<file path="config.mk">
export PLATFORM = sky130hd
export DESIGN_NAME = csel_clock_strap_select
export DESIGN_NICKNAME = d
export VERILOG_FILES = /design/src/design/csel_pkg.sv /design/src/design/csel_freq_rom.sv /design/src/design/csel_clock_strap_select.sv
export SDC_FILE = /design/constraint.sdc
export NUM_CORES = 1
export LEC_CHECK = 0
export BUFFER_PORTS_ARGS = -buffer_cell sky130_fd_sc_hd__buf_2
export CAP_MARGIN = 20
export CORE_UTILIZATION = 46
export CTS_CLUSTER_DIAMETER = 80
export DETAILED_ROUTE_END_ITERATION = 16
export GPL_ROUTABILITY_DRIVEN = 0
export HOLD_SLACK_MARGIN = 0.06
export PLACE_DENSITY = 0.86
export SLEW_MARGIN = 15
export SYNTH_ARGS = -nofsm -noshare
export SYNTH_HDL_FRONTEND = slang
export SYNTH_SLANG_ARGS = --single-unit
</file>
<file path="constraint.sdc">
create_clock -name core_clk -period 2.99 [get_ports core_clk]
set_input_delay 0.598 -clock core_clk [delete_from_list [all_inputs] [get_ports core_clk]]
set_output_delay 0.598 -clock core_clk [all_outputs]
set_load 0.01 [all_outputs]
</file>
<file path="src/design/csel_pkg.sv">
// shared constants and types for the clock strap select block
package csel_pkg;

  // register byte offsets
  localparam logic [7:0] CSEL_OFF_CTRL   = 8'h00;
  localparam logic [7:0] CSEL_OFF_STRAP  = 8'h04;
  localparam logic [7:0] CSEL_OFF_FREQ   = 8'h08;
  localparam logic [7:0] CSEL_OFF_STATUS = 8'h0C;

  // control register fields
  localparam int CSEL_CTRL_REFA_DBL = 0;
  localparam int CSEL_CTRL_SIO_48   = 1;
  localparam logic [1:0] CSEL_CTRL_RESET = 2'h0;

  // strap register field positions
  localparam int CSEL_STRAP_FS_LSB  = 0;
  localparam int CSEL_STRAP_FAMILY  = 4;
  localparam int CSEL_STRAP_MULT    = 5;
  localparam int CSEL_STRAP_MODE    = 6;
  localparam int CSEL_STRAP_VALID   = 7;

  // status register field positions
  localparam int CSEL_STAT_OUT_EN   = 0;
  localparam int CSEL_STAT_PG_DONE  = 1;
  localparam int CSEL_STAT_PROC_RUN = 2;

  // rates in units of 10 kHz; the frequency register packs proc[31:16] and bus[15:0]
  localparam int CSEL_FREQ_W = 16;

  // timing: strap sampling settle time after reset release
  localparam int CSEL_CLK_MHZ       = 50;
  localparam int CSEL_SETTLE_NS     = 100;
  localparam int CSEL_SETTLE_CYC    = (CSEL_SETTLE_NS * CSEL_CLK_MHZ + 999) / 1000;

  // output current multipliers
  localparam logic [2:0] CSEL_MULT_LOW  = 3'h4;
  localparam logic [2:0] CSEL_MULT_HIGH = 3'h6;

  typedef enum logic [1:0] {
    CSEL_ST_SETTLE,
    CSEL_ST_WAIT_PG,
    CSEL_ST_RUN
  } csel_state_t;

endpackage : csel_pkg

</file>
<file path="src/design/csel_freq_rom.sv">
// frequency select code to processor, graphics and bus rates (10 kHz units)
module csel_freq_rom
  import csel_pkg::*;
(
  // code in
  input  wire logic [3:0]             code,
  // rates out
  output logic      [CSEL_FREQ_W-1:0] proc_rate,
  output logic      [CSEL_FREQ_W-1:0] gfx_rate,
  output logic      [CSEL_FREQ_W-1:0] bus_rate
);

  always_comb begin
    case (code)
      4'h0:    begin proc_rate = 16'h1A18; gfx_rate = 16'h1A18; bus_rate = 16'h0D0C; end
      4'h1:    begin proc_rate = 16'h2724; gfx_rate = 16'h1A18; bus_rate = 16'h0D0C; end
      4'h2:    begin proc_rate = 16'h2EE0; gfx_rate = 16'h1770; bus_rate = 16'h0BB8; end
      4'h3:    begin proc_rate = 16'h3415; gfx_rate = 16'h1A0B; bus_rate = 16'h0D05; end
      4'h4:    begin proc_rate = 16'h1C20; gfx_rate = 16'h1C20; bus_rate = 16'h0E10; end
      4'h5:    begin proc_rate = 16'h2904; gfx_rate = 16'h1B58; bus_rate = 16'h0DAC; end
      4'h6:    begin proc_rate = 16'h3E80; gfx_rate = 16'h1900; bus_rate = 16'h0C80; end
      4'h7:    begin proc_rate = 16'h36B0; gfx_rate = 16'h1B58; bus_rate = 16'h0DAC; end
      4'h8:    begin proc_rate = 16'h1E14; gfx_rate = 16'h1E14; bus_rate = 16'h0F0A; end
      4'h9:    begin proc_rate = 16'h2AF8; gfx_rate = 16'h1CA5; bus_rate = 16'h0E53; end
      4'hA:    begin proc_rate = 16'h4650; gfx_rate = 16'h1770; bus_rate = 16'h0BB8; end
      4'hB:    begin proc_rate = 16'h3A98; gfx_rate = 16'h1770; bus_rate = 16'h0BB8; end
      4'hC:    begin proc_rate = 16'h2328; gfx_rate = 16'h1770; bus_rate = 16'h0BB8; end
      4'hD:    begin proc_rate = 16'h2710; gfx_rate = 16'h1A0B; bus_rate = 16'h0D05; end
      4'hE:    begin proc_rate = 16'h4E20; gfx_rate = 16'h1A0B; bus_rate = 16'h0D05; end
      default: begin proc_rate = 16'h3415; gfx_rate = 16'h1A0B; bus_rate = 16'h0D05; end
    endcase
  end

endmodule : csel_freq_rom

</file>
<file path="src/design/csel_clock_strap_select.sv">
// strap capture, pin function switching and clock gating for the clock generator
//
// The register offsets and the AHB-Lite interface to the registers were left to the implementer.
module csel_clock_strap_select
  import csel_pkg::*;
#(
  parameter int SETTLE_CYC = CSEL_SETTLE_CYC,
  parameter int MEM_PAIRS  = 6
) (
  // clock and reset
  input  wire logic                 core_clk,
  input  wire logic                 rst_n,
  input  wire logic                 clk_en,
  // AHB-Lite slave
  input  wire logic                 hsel,
  input  wire logic [31:0]          haddr,
  input  wire logic [1:0]           htrans,
  input  wire logic                 hwrite,
  input  wire logic [2:0]           hsize,
  input  wire logic [31:0]          hwdata,
  input  wire logic                 hready,
  output logic      [31:0]          hrdata,
  output logic                      hreadyout,
  output logic                      hresp,
  // internal clock sources
  input  wire logic                 crystal_input,
  input  wire logic                 proc_clk_src,
  input  wire logic                 gfx_clk_src,
  input  wire logic                 bus_clk_src,
  input  wire logic                 usb_clk_src,
  input  wire logic                 sio24_clk_src,
  input  wire logic                 mem_buffer_in,
  // dual-purpose strap pins: input, output, output enable
  input  wire logic                 select_bit_zero,
  output logic                      reference_out_a,
  output logic                      reference_out_a_oe,
  output logic                      reference_out_a_dbl,
  input  wire logic                 select_bit_one,
  output logic                      bus_clock_free,
  output logic                      bus_clock_free_oe,
  input  wire logic                 select_bit_two,
  output logic                      superio_clock_out,
  output logic                      superio_clock_out_oe,
  input  wire logic                 select_bit_three,
  output logic                      usb_clock_out,
  output logic                      usb_clock_out_oe,
  input  wire logic                 processor_family_strap,
  output logic                      graphics_clock_one,
  output logic                      graphics_clock_one_oe,
  input  wire logic                 current_multiplier_strap,
  output logic                      bus_clock_two,
  output logic                      bus_clock_two_oe,
  input  wire logic                 mode_strap,
  output logic                      graphics_clock_zero,
  output logic                      graphics_clock_zero_oe,
  input  wire logic                 power_good_gate_n,
  output logic                      reference_out_b,
  output logic                      reference_out_b_oe,
  // power management inputs
  input  wire logic                 proc_clock_stop_n,
  // processor pair: true and complement, each with enable
  output logic                      proc_clock_true,
  output logic                      proc_clock_true_oe,
  output logic                      proc_clock_comp,
  output logic                      proc_clock_comp_oe,
  // plain clock outputs
  output logic                      bus_clock_one,
  output logic [MEM_PAIRS-1:0]      memory_clock_true,
  output logic [MEM_PAIRS-1:0]      memory_clock_comp,
  // latched configuration views
  output logic [2:0]                drive_current_mult,
  output logic [CSEL_FREQ_W-1:0]    proc_rate,
  output logic [CSEL_FREQ_W-1:0]    gfx_rate,
  output logic [CSEL_FREQ_W-1:0]    bus_rate
);

  ////////////////////////////////////////////////////////////////////////////
  // state

  typedef struct packed {
    csel_state_t st;
    logic [15:0] settle_cnt;
    logic [3:0]  fs;
    logic        family;
    logic        mult;
    logic        mode;
    logic        valid;
    logic        fs_done;
    logic        out_en;
    logic        pg_done;
    logic [1:0]  ctrl;
    logic        proc_run;
    logic        proc_prev;
    logic        bus_pend;
    logic        bus_wr;
    logic [7:0]  bus_addr;
    logic [31:0] rdata;
  } csel_regs_t;

  csel_regs_t s_reg;
  csel_regs_t s_next;

  logic [CSEL_FREQ_W-1:0] rom_proc;
  logic [CSEL_FREQ_W-1:0] rom_gfx;
  logic [CSEL_FREQ_W-1:0] rom_bus;

  csel_freq_rom u_rom (
    .code      (s_reg.fs),
    .proc_rate (rom_proc),
    .gfx_rate  (rom_gfx),
    .bus_rate  (rom_bus)
  );

  function automatic logic [31:0] csel_read(input logic [7:0] a, input csel_regs_t s);
    case (a)
      CSEL_OFF_CTRL:   csel_read = {30'h0, s.ctrl};
      CSEL_OFF_STRAP:  csel_read = {24'h0, s.valid, s.mode, s.mult, s.family, s.fs};
      CSEL_OFF_FREQ:   csel_read = {rom_proc, rom_bus};
      CSEL_OFF_STATUS: csel_read = {29'h0, s.proc_run, s.pg_done, s.out_en};
      default:         csel_read = 32'h0000_0000;
    endcase
  endfunction : csel_read

  ////////////////////////////////////////////////////////////////////////////
  // next state

  always_comb begin
    s_next = s_reg;
    // bus data phase: writes land here, reads were captured at address phase
    if (s_reg.bus_pend && s_reg.bus_wr && s_reg.bus_addr == CSEL_OFF_CTRL) begin
      s_next.ctrl = hwdata[1:0];
    end
    s_next.bus_pend = 1'b0;
    if (hsel && hready && htrans[1]) begin
      s_next.bus_pend = 1'b1;
      s_next.bus_wr   = hwrite;
      s_next.bus_addr = haddr[7:0];
      if (!hwrite) begin
        s_next.rdata = csel_read(haddr[7:0], s_reg);
      end
    end

    case (s_reg.st)
      CSEL_ST_SETTLE: begin
        // pins are inputs until supply settles; then straps are taken once
        if (s_reg.settle_cnt >= 16'(SETTLE_CYC - 1)) begin
          s_next.fs[0]  = select_bit_zero;
          s_next.fs[1]  = select_bit_one;
          s_next.fs[2]  = select_bit_two;
          s_next.fs[3]  = select_bit_three;
          s_next.family = processor_family_strap;
          s_next.mult   = current_multiplier_strap;
          s_next.mode   = mode_strap;
          s_next.valid  = 1'b1;
          if (processor_family_strap) begin
            s_next.st = CSEL_ST_WAIT_PG;
          end else begin
            s_next.fs_done = 1'b1;
            s_next.out_en  = 1'b1;
            s_next.st      = CSEL_ST_RUN;
          end
        end else begin
          s_next.settle_cnt = s_reg.settle_cnt + 16'h0001;
        end
      end
      CSEL_ST_WAIT_PG: begin
        // code and multiplier re-taken while power-good is high; pins still inputs except the two graphics clock pins, driven low
        if (!power_good_gate_n) begin
          s_next.fs_done = 1'b1;
          s_next.out_en  = 1'b1;
          s_next.pg_done = 1'b1;
          s_next.st      = CSEL_ST_RUN;
        end else begin
          s_next.fs   = {select_bit_three, select_bit_two, select_bit_one, select_bit_zero};
          s_next.mult = current_multiplier_strap;
        end
      end
      CSEL_ST_RUN: begin
        // straps frozen, power-good no longer looked at
        s_next.st = CSEL_ST_RUN;
      end
      default: s_next.st = CSEL_ST_SETTLE;
    endcase

    // processor clock stop takes effect at the falling edge of the source
    s_next.proc_prev = proc_clk_src;
    if (s_reg.proc_prev && !proc_clk_src) begin
      s_next.proc_run = !(s_reg.mode == 1'b0 && !proc_clock_stop_n);
    end else if (!s_reg.proc_run && !proc_clk_src) begin
      s_next.proc_run = !(s_reg.mode == 1'b0 && !proc_clock_stop_n);
    end
  end

  always_ff @(posedge core_clk or negedge rst_n) begin
    if (!rst_n) begin
      s_reg <= '{st: CSEL_ST_SETTLE, ctrl: CSEL_CTRL_RESET, proc_run: 1'b1, default: '0};
    end else if (clk_en) begin
      s_reg <= s_next;
    end
  end

  ////////////////////////////////////////////////////////////////////////////
  // outputs

  logic en;
  logic proc_gate;
  assign en        = s_reg.out_en;
  // run only changes while the source is seen low, so a stop or restart never chops a high phase of proc_clock_true;
  // a source that toggles every core cycle is too fast for this and may be cut short
  assign proc_gate = en && s_reg.proc_run;

  assign hreadyout = 1'b1;
  assign hresp     = 1'b0;
  assign hrdata    = s_reg.rdata;

  assign reference_out_a        = en & crystal_input;
  assign reference_out_a_oe     = s_reg.fs_done;
  assign reference_out_a_dbl    = s_reg.ctrl[CSEL_CTRL_REFA_DBL];
  assign bus_clock_free         = en & bus_clk_src;
  assign bus_clock_free_oe      = s_reg.fs_done;
  assign superio_clock_out      = en & (s_reg.ctrl[CSEL_CTRL_SIO_48] ?
                                        usb_clk_src : sio24_clk_src);
  assign superio_clock_out_oe   = s_reg.fs_done;
  assign usb_clock_out          = en & usb_clk_src;
  assign usb_clock_out_oe       = s_reg.fs_done;
  assign graphics_clock_one     = en & gfx_clk_src;
  assign graphics_clock_one_oe  = s_reg.valid;
  assign bus_clock_two          = en & bus_clk_src;
  assign bus_clock_two_oe       = s_reg.fs_done;
  assign graphics_clock_zero    = en & gfx_clk_src;
  assign graphics_clock_zero_oe = s_reg.valid;
  assign reference_out_b        = en & crystal_input;
  assign reference_out_b_oe     = s_reg.valid & ~s_reg.family;
  assign bus_clock_one          = en & bus_clk_src;

  // open-drain form drives only low, release stands for high
  always_comb begin
    if (s_reg.family) begin
      proc_clock_true    = proc_gate & proc_clk_src;
      proc_clock_comp    = proc_gate & ~proc_clk_src;
      proc_clock_true_oe = en;
      proc_clock_comp_oe = en;
    end else begin
      proc_clock_true    = 1'b0;
      proc_clock_comp    = 1'b0;
      proc_clock_true_oe = en & ~(proc_gate & proc_clk_src);
      proc_clock_comp_oe = en & ~(proc_gate & ~proc_clk_src);
    end
  end

  assign memory_clock_true  = {MEM_PAIRS{mem_buffer_in}};
  assign memory_clock_comp  = {MEM_PAIRS{~mem_buffer_in}};
  assign drive_current_mult = s_reg.mult ? CSEL_MULT_HIGH : CSEL_MULT_LOW;
  assign proc_rate          = rom_proc;
  assign gfx_rate           = rom_gfx;
  assign bus_rate           = rom_bus;

  ////////////////////////////////////////////////////////////////////////////
  // checks

  a_straps_frozen: assert property (@(posedge core_clk) disable iff (!rst_n)
    (s_reg.st == CSEL_ST_RUN && clk_en) |=> $stable(s_reg.fs) && $stable(s_reg.family))
    else $error("strap value moved after latch");

  a_pg_ignored: assert property (@(posedge core_clk) disable iff (!rst_n)
    s_reg.pg_done |=> s_reg.pg_done && s_reg.out_en)
    else $error("power-good gating reopened");

  a_pg_enable: assert property (@(posedge core_clk) disable iff (!rst_n)
    (s_reg.st == CSEL_ST_WAIT_PG && !power_good_gate_n && clk_en) |=> s_reg.out_en)
    else $error("outputs not enabled after power-good low");

  a_second_mode: assert property (@(posedge core_clk) disable iff (!rst_n)
    (s_reg.valid && !s_reg.family) |-> (reference_out_b_oe && !s_reg.pg_done))
    else $error("second mode still gated by power-good");

  a_mem_inverse: assert property (@(posedge core_clk) disable iff (!rst_n)
    memory_clock_comp == ~memory_clock_true)
    else $error("memory complement not inverse");

  a_current_mult: assert property (@(posedge core_clk) disable iff (!rst_n)
    drive_current_mult == (s_reg.mult ? 3'h6 : 3'h4))
    else $error("wrong current multiplier");

  a_opendrain: assert property (@(posedge core_clk) disable iff (!rst_n)
    !s_reg.family |-> (!proc_clock_true && !proc_clock_comp))
    else $error("open-drain pair drove high");

  a_stop_mode: assert property (@(posedge core_clk) disable iff (!rst_n)
    (s_reg.mode && s_reg.proc_run && clk_en) |=> s_reg.proc_run)
    else $error("stop acted with mode strap high");

  a_refa_default: assert property (@(posedge core_clk) disable iff (!rst_n)
    $rose(rst_n) |-> !reference_out_a_dbl)
    else $error("reference strength not single after reset");

endmodule : csel_clock_strap_select

</file>
# After elaboration in Yosys (flattened, before gate mapping)
# Memories as Yosys holds them, arrays and structs flattened.
# Index checks and enable logic that the tools add are counted.
# classes
add_sub_neg	1
magnitude_cmp	1
n_eq_ne	9
muxes	23
bitwise	19
reduce_logical	27
# ops
op	n
$pmux 32 s4	1
$mux 42	1
$mux 32	1
$add 16x1->16 const B	1
$eq 8x4->1 const B	2
$ge 16x3->1 const B	1
$logic_not 8->1	2
$reduce_and 3->1	5
$and 1x1->1	10
$mux 10	1
$mux 2	5
$not 1->1	9
$eq 8x3->1 const B	1
$logic_and 1x1->1	8
$mux 1	8
$ne 2x2->1 const B	4
$pmux 4 s2	1
$pmux 2 s3	1
$reduce_and 2->1	3
$reduce_and 5->1	1
$logic_not 1->1	4
$mux 4	1
$pmux 2 s2	1
$reduce_and 4->1	1
other kinds (6)	7
# totals
regBits	75
mem_bits_ro	592
out_inout_bits	119
word_cells	98
mem_count	1
# mem_list
memory	depth	width	rd	rd_ports_with_merged_regs	write_ports	line	source
(no name shown)	16	37	1	0	0	csel_freq_rom.sv:14	case (code)

# Logic depth before layout (Yosys ltp)
# logic_depth
word_depth	5
depth_mapped	8
ltp_nobuf	6

# Hierarchy
# A second synthesis with hierarchy kept.
# hier_totals
hier_cells	426
area_unflattened_um2	4376.7
# modules_own_cells
mod	n_inst	cells_per_inst	area_per_inst_um2	seq_area_each_um2
csel_clock_strap_select	1	307	3540.9	1853.0
csel_freq_rom	1	119	835.8	0.0

# Least setup slack after synthesis
# OpenSTA, ideal clock, no wires.
# synth_timing
path_kind	reg2out
from	reg s_reg[53] (netlist bit)
to	out gfx_rate[5]
t_arrival_ps	1901
setup_slack_ps	491
path_stages_with_launch	7
n_path_buf	2
path_cell_list	dfrtp_1 -> clkbuf_1 -> inv_1 -> ha_1 -> and2_1 -> o31ai_1 -> buf_4
# synth_via
elab_chain_len	1
# synth_rtl
item	line	source
start: declaration	csel_clock_strap_select.sv:100	csel_regs_t s_reg;
start signal: assignment	csel_clock_strap_select.sv:198	s_reg <= s_next;
$mem_v2 16x37	--	
end: declaration	csel_clock_strap_select.sv:73	output logic [CSEL_FREQ_W-1:0] gfx_rate,
# No other way between the ends.

# Worst setup path in the final report
# layout_timing
from	reg s_reg[55] (netlist bit)
to	out gfx_rate[9]
# Same word-level chain as after synthesis.

==> key figures <==
Global routing
  – Global router's overall resource usage: 0.206
  – Antenna violations before repair: 0
  – Total grt overflow: 0
  – Pin count of the biggest net entering global routing: 28
  – Vias in the first global route: 2,856
  – First-pass GRT wire length: 14,300 µm

CTS
  – Post-CTS Resized: 0
  – Cts bufs inserted: 9
  – TritonCTS clock tree: done
  – H-tree depth: 3
  – CTS Hold Bufs: 0
  – Max Buffers Root-to-Sink: 2
  – Root Buffer: clkbuf_8
  – Worst-path clk slew: 80 ps
  – Postcts setup bufs: 0
  – Worst skew pair latency: 360 ps
  – Num Clock Sinks: 68

Floorplanning
  – Die area: 9310 µm²
  – Initial Util: 0.473
  – Die width: 96.5 µm
  – Die height: 96.5 µm
  – Row count: 34
  – I/O pin count: 210
  – Core Area: 8680 µm²

Final layout
  – Number of flip-flops in the largest register: 39
  – Antenna Cells: 0
  – Layout cells sized above 1: 0.376
  – Area grow syn2layout: 8.98%
  – Final nets: 572

Power
  – Internal: 2.28 mW
  – P_sw: 1.58 mW
  – Max VDD drop: 0.000355 V
  – Sequential share of power: 0.306
  – Clk network pwr share: 0.222
  – Power per cell area: 861 nW/µm²
  – Switching Fraction: 0.409
  – Pleak: 2.38 nW
  – Comb power frac: 0.473

Worst setup path
  – Critical path startpoint category: register
  – Reg2Reg Depth: 4
  – Crit end category: output port
  – Kind of critical path: reg -> out
  – CP Max Fanout: 17
  – FF-to-FF Start: s_reg[55]
  – WP data arrival: 2160 ps
  – Critical path required time: 2390 ps
  – Setup slack, reg-to-reg: 1140 ps
  – RR Endpoint: hrdata[21]

Synth
  – Mean Syn Cell Area: 9.90 µm²
  – Syn Inst Count: 415
  – Warnings from Yosys: 0
  – Synthesized flop and latch total: 68
  – Post-synth EDFFs: 0
  – Seq/Total Area, Yosys: 0.414
  – Ys async rst share: 1.00
  – Post-synth top area cell: dfrtp_1
  – Cell area after synthesis: 4110 µm²
  – Post-synth top area share: 0.408
  – Ys flop type: dfrtp_1
  – Synth top area cells: dfrtp_1 41%, buf_4 14%, mux2_2 3.8%
  – Count of different cell masters after synthesis: 54

STA
  – Worst clock skew: 12.6 ps
  – Worst-Margin Slew: 907 ps
  – Final Hold Violating Endpoints: 0
  – Max Clk Rate: 0.362 GHz
  – Max transition margin: 0.396
  – Final hold slack: 186 ps
  – Final Setup Violations: 0
  – Setup TNS: 0 ps
  – RSZ-0062 raised after global routing: false
  – Crit path time final: 2760 ps
  – Slew Limit Fails: 0
  – Period utilization: 0.923

Route
  – Vias after detailed routing: 3,081
  – Drt first-iter violations: 163
  – Antenna Nets Post-Route: 0
  – 1st-pass router iterations: 4
  – # DRC: 0
  – WL final: 9350 µm
  – DR vias/cell: 5.29
  – Routed len/inst: 16.1 µm

Placement
  – Hpwl dp: 6960 µm
  – Number of port buffers: 130

Flow run
  – # Max-Cap Violations: 0

Min path
  – Hold Crit Class: in -> async

Run status
  – Outcome: finished clean
-- power by group through the flow --
| stage | Clock [mW] | Combinational, mW | Sequential, mW |
|---|---|---|---|
| global placement | 0 | 1.74 | 1.18 |
| detailed placement | 0 | 1.80 | 1.19 |
| floorplan | 0 | 1.34 | 1.13 |
| finish | 0.855 | 1.82 | 1.18 |
| global route | 0.899 | 2.03 | 1.19 |
| CTS | 0.861 | 1.82 | 1.17 |
-- area by class of cell --
type	instances	area (µm²)
Clock buffer	9	124
Clock inverter	7	98.8
Fill cell	757	4200
Inverter	18	67.6
Multi-Input combinational cell	235	1650
Sequential cell	68	1700
Tap cell	108	135
Timing Repair Buffer	137	703
-- worst max-delay path by stage --
stage | start | endpoint | slack, ps | cells past startpoint
5_1_grt | s_reg[55] | bus_rate[8] | 80 | 4
6_report | s_reg[55] | gfx_rate[9] | 230 | 4
2_1_floorplan | s_reg[53] | gfx_rate[5] | 490 | 6
3_5_place_dp | s_reg[55] | gfx_rate[9] | 660 | 4
3_3_place_gp | s_reg[55] | gfx_rate[9] | 750 | 4
4_1_cts | s_reg[55] | gfx_rate[9] | 290 | 4
-- kinds of logic after synthesis --
group           after synthesis  share of synthesized area
xor+xnor                      3                    0.00640
flops                        68                      0.414
fa+ha+maj                    12                     0.0365
buf+inv                     131                      0.202
simple gates                102                      0.131
other cells                   2                    0.00183
compound gates               66                      0.118
mux                          31                     0.0895
-- Yosys cell counts, drive strengths merged, types with 5 or more instances --
cell and count:
clkbuf 21, a21oi 10, ha 12, mux2 16
buf 92, nor2 17, a22o 16, o21ai 10
and2 11, nor2b 9, or2 5, dfrtp 67
nor4 6, nand3 9, mux2i 12, inv 18
nand2 28
-- critical path, stage by stage, from the launching register on --
cell	delay, ps
dfrtp_1	630
inv_1	330
and3_1	350
a31oi_1	300
buf_2	200
-- cell usage in the layout (no fill, tap or decap), types with 3 or more instances in the layout --
| master | count |
|---|---|
| and2_1 | 10 |
| and3_1 | 3 |
| o31ai_1 | 4 |
| mux4_2 | 3 |
| a32oi_1 | 4 |
| inv_1 | 18 |
| o31a_1 | 3 |
| xnor2_1 | 3 |
| ha_1 | 12 |
| dfrtp_1 | 67 |
| a22o_1 | 16 |
| nor2_1 | 17 |
| buf_4 | 7 |
| nand4_1 | 3 |
| conb_1 | 21 |
| mux2i_1 | 12 |
| a21oi_1 | 10 |
| nand2_1 | 28 |
| buf_2 | 130 |
| nor2b_1 | 9 |
| nand2b_1 | 3 |
| mux2_2 | 14 |
| nor4_1 | 6 |
| o21ai_0 | 9 |
| nand3_1 | 9 |
| clkbuf_8 | 9 |
-- through the flow --
| stage | area [µm²] | total power, mW | worst slack, ps | util | std cells |
|---|---|---|---|---|---|
| after floorplan | 4180 | 2.47 | 491 | - | 434 |
| after global placement | 4260 | 2.92 | 751 | 0.490 | 566 |
| after detailed placement | 4260 | 2.99 | 665 | 0.490 | 566 |
| after CTS | 4480 | 3.86 | 285 | 0.516 | 582 |
| after global routing | 4480 | 4.12 | 78.0 | 0.516 | 582 |
| final | 4480 | 3.85 | 229 | 0.516 | 582 |
-- routing by layer --
| layer | part of all wire | global-route usage | vias to the layer above |
|---|---|---|---|
| met4 | 0.021 | 0.0711 | 0 |
| met3 | 0.084 | 0.0657 | 19 |
| met5 | 0 | 0 | - |
| li1 | - | - | 1416 |
| met2 | 0.49 | 0.333 | 146 |
| met1 | 0.41 | 0.260 | 1500 |
(Power assumes the default switching activity.)
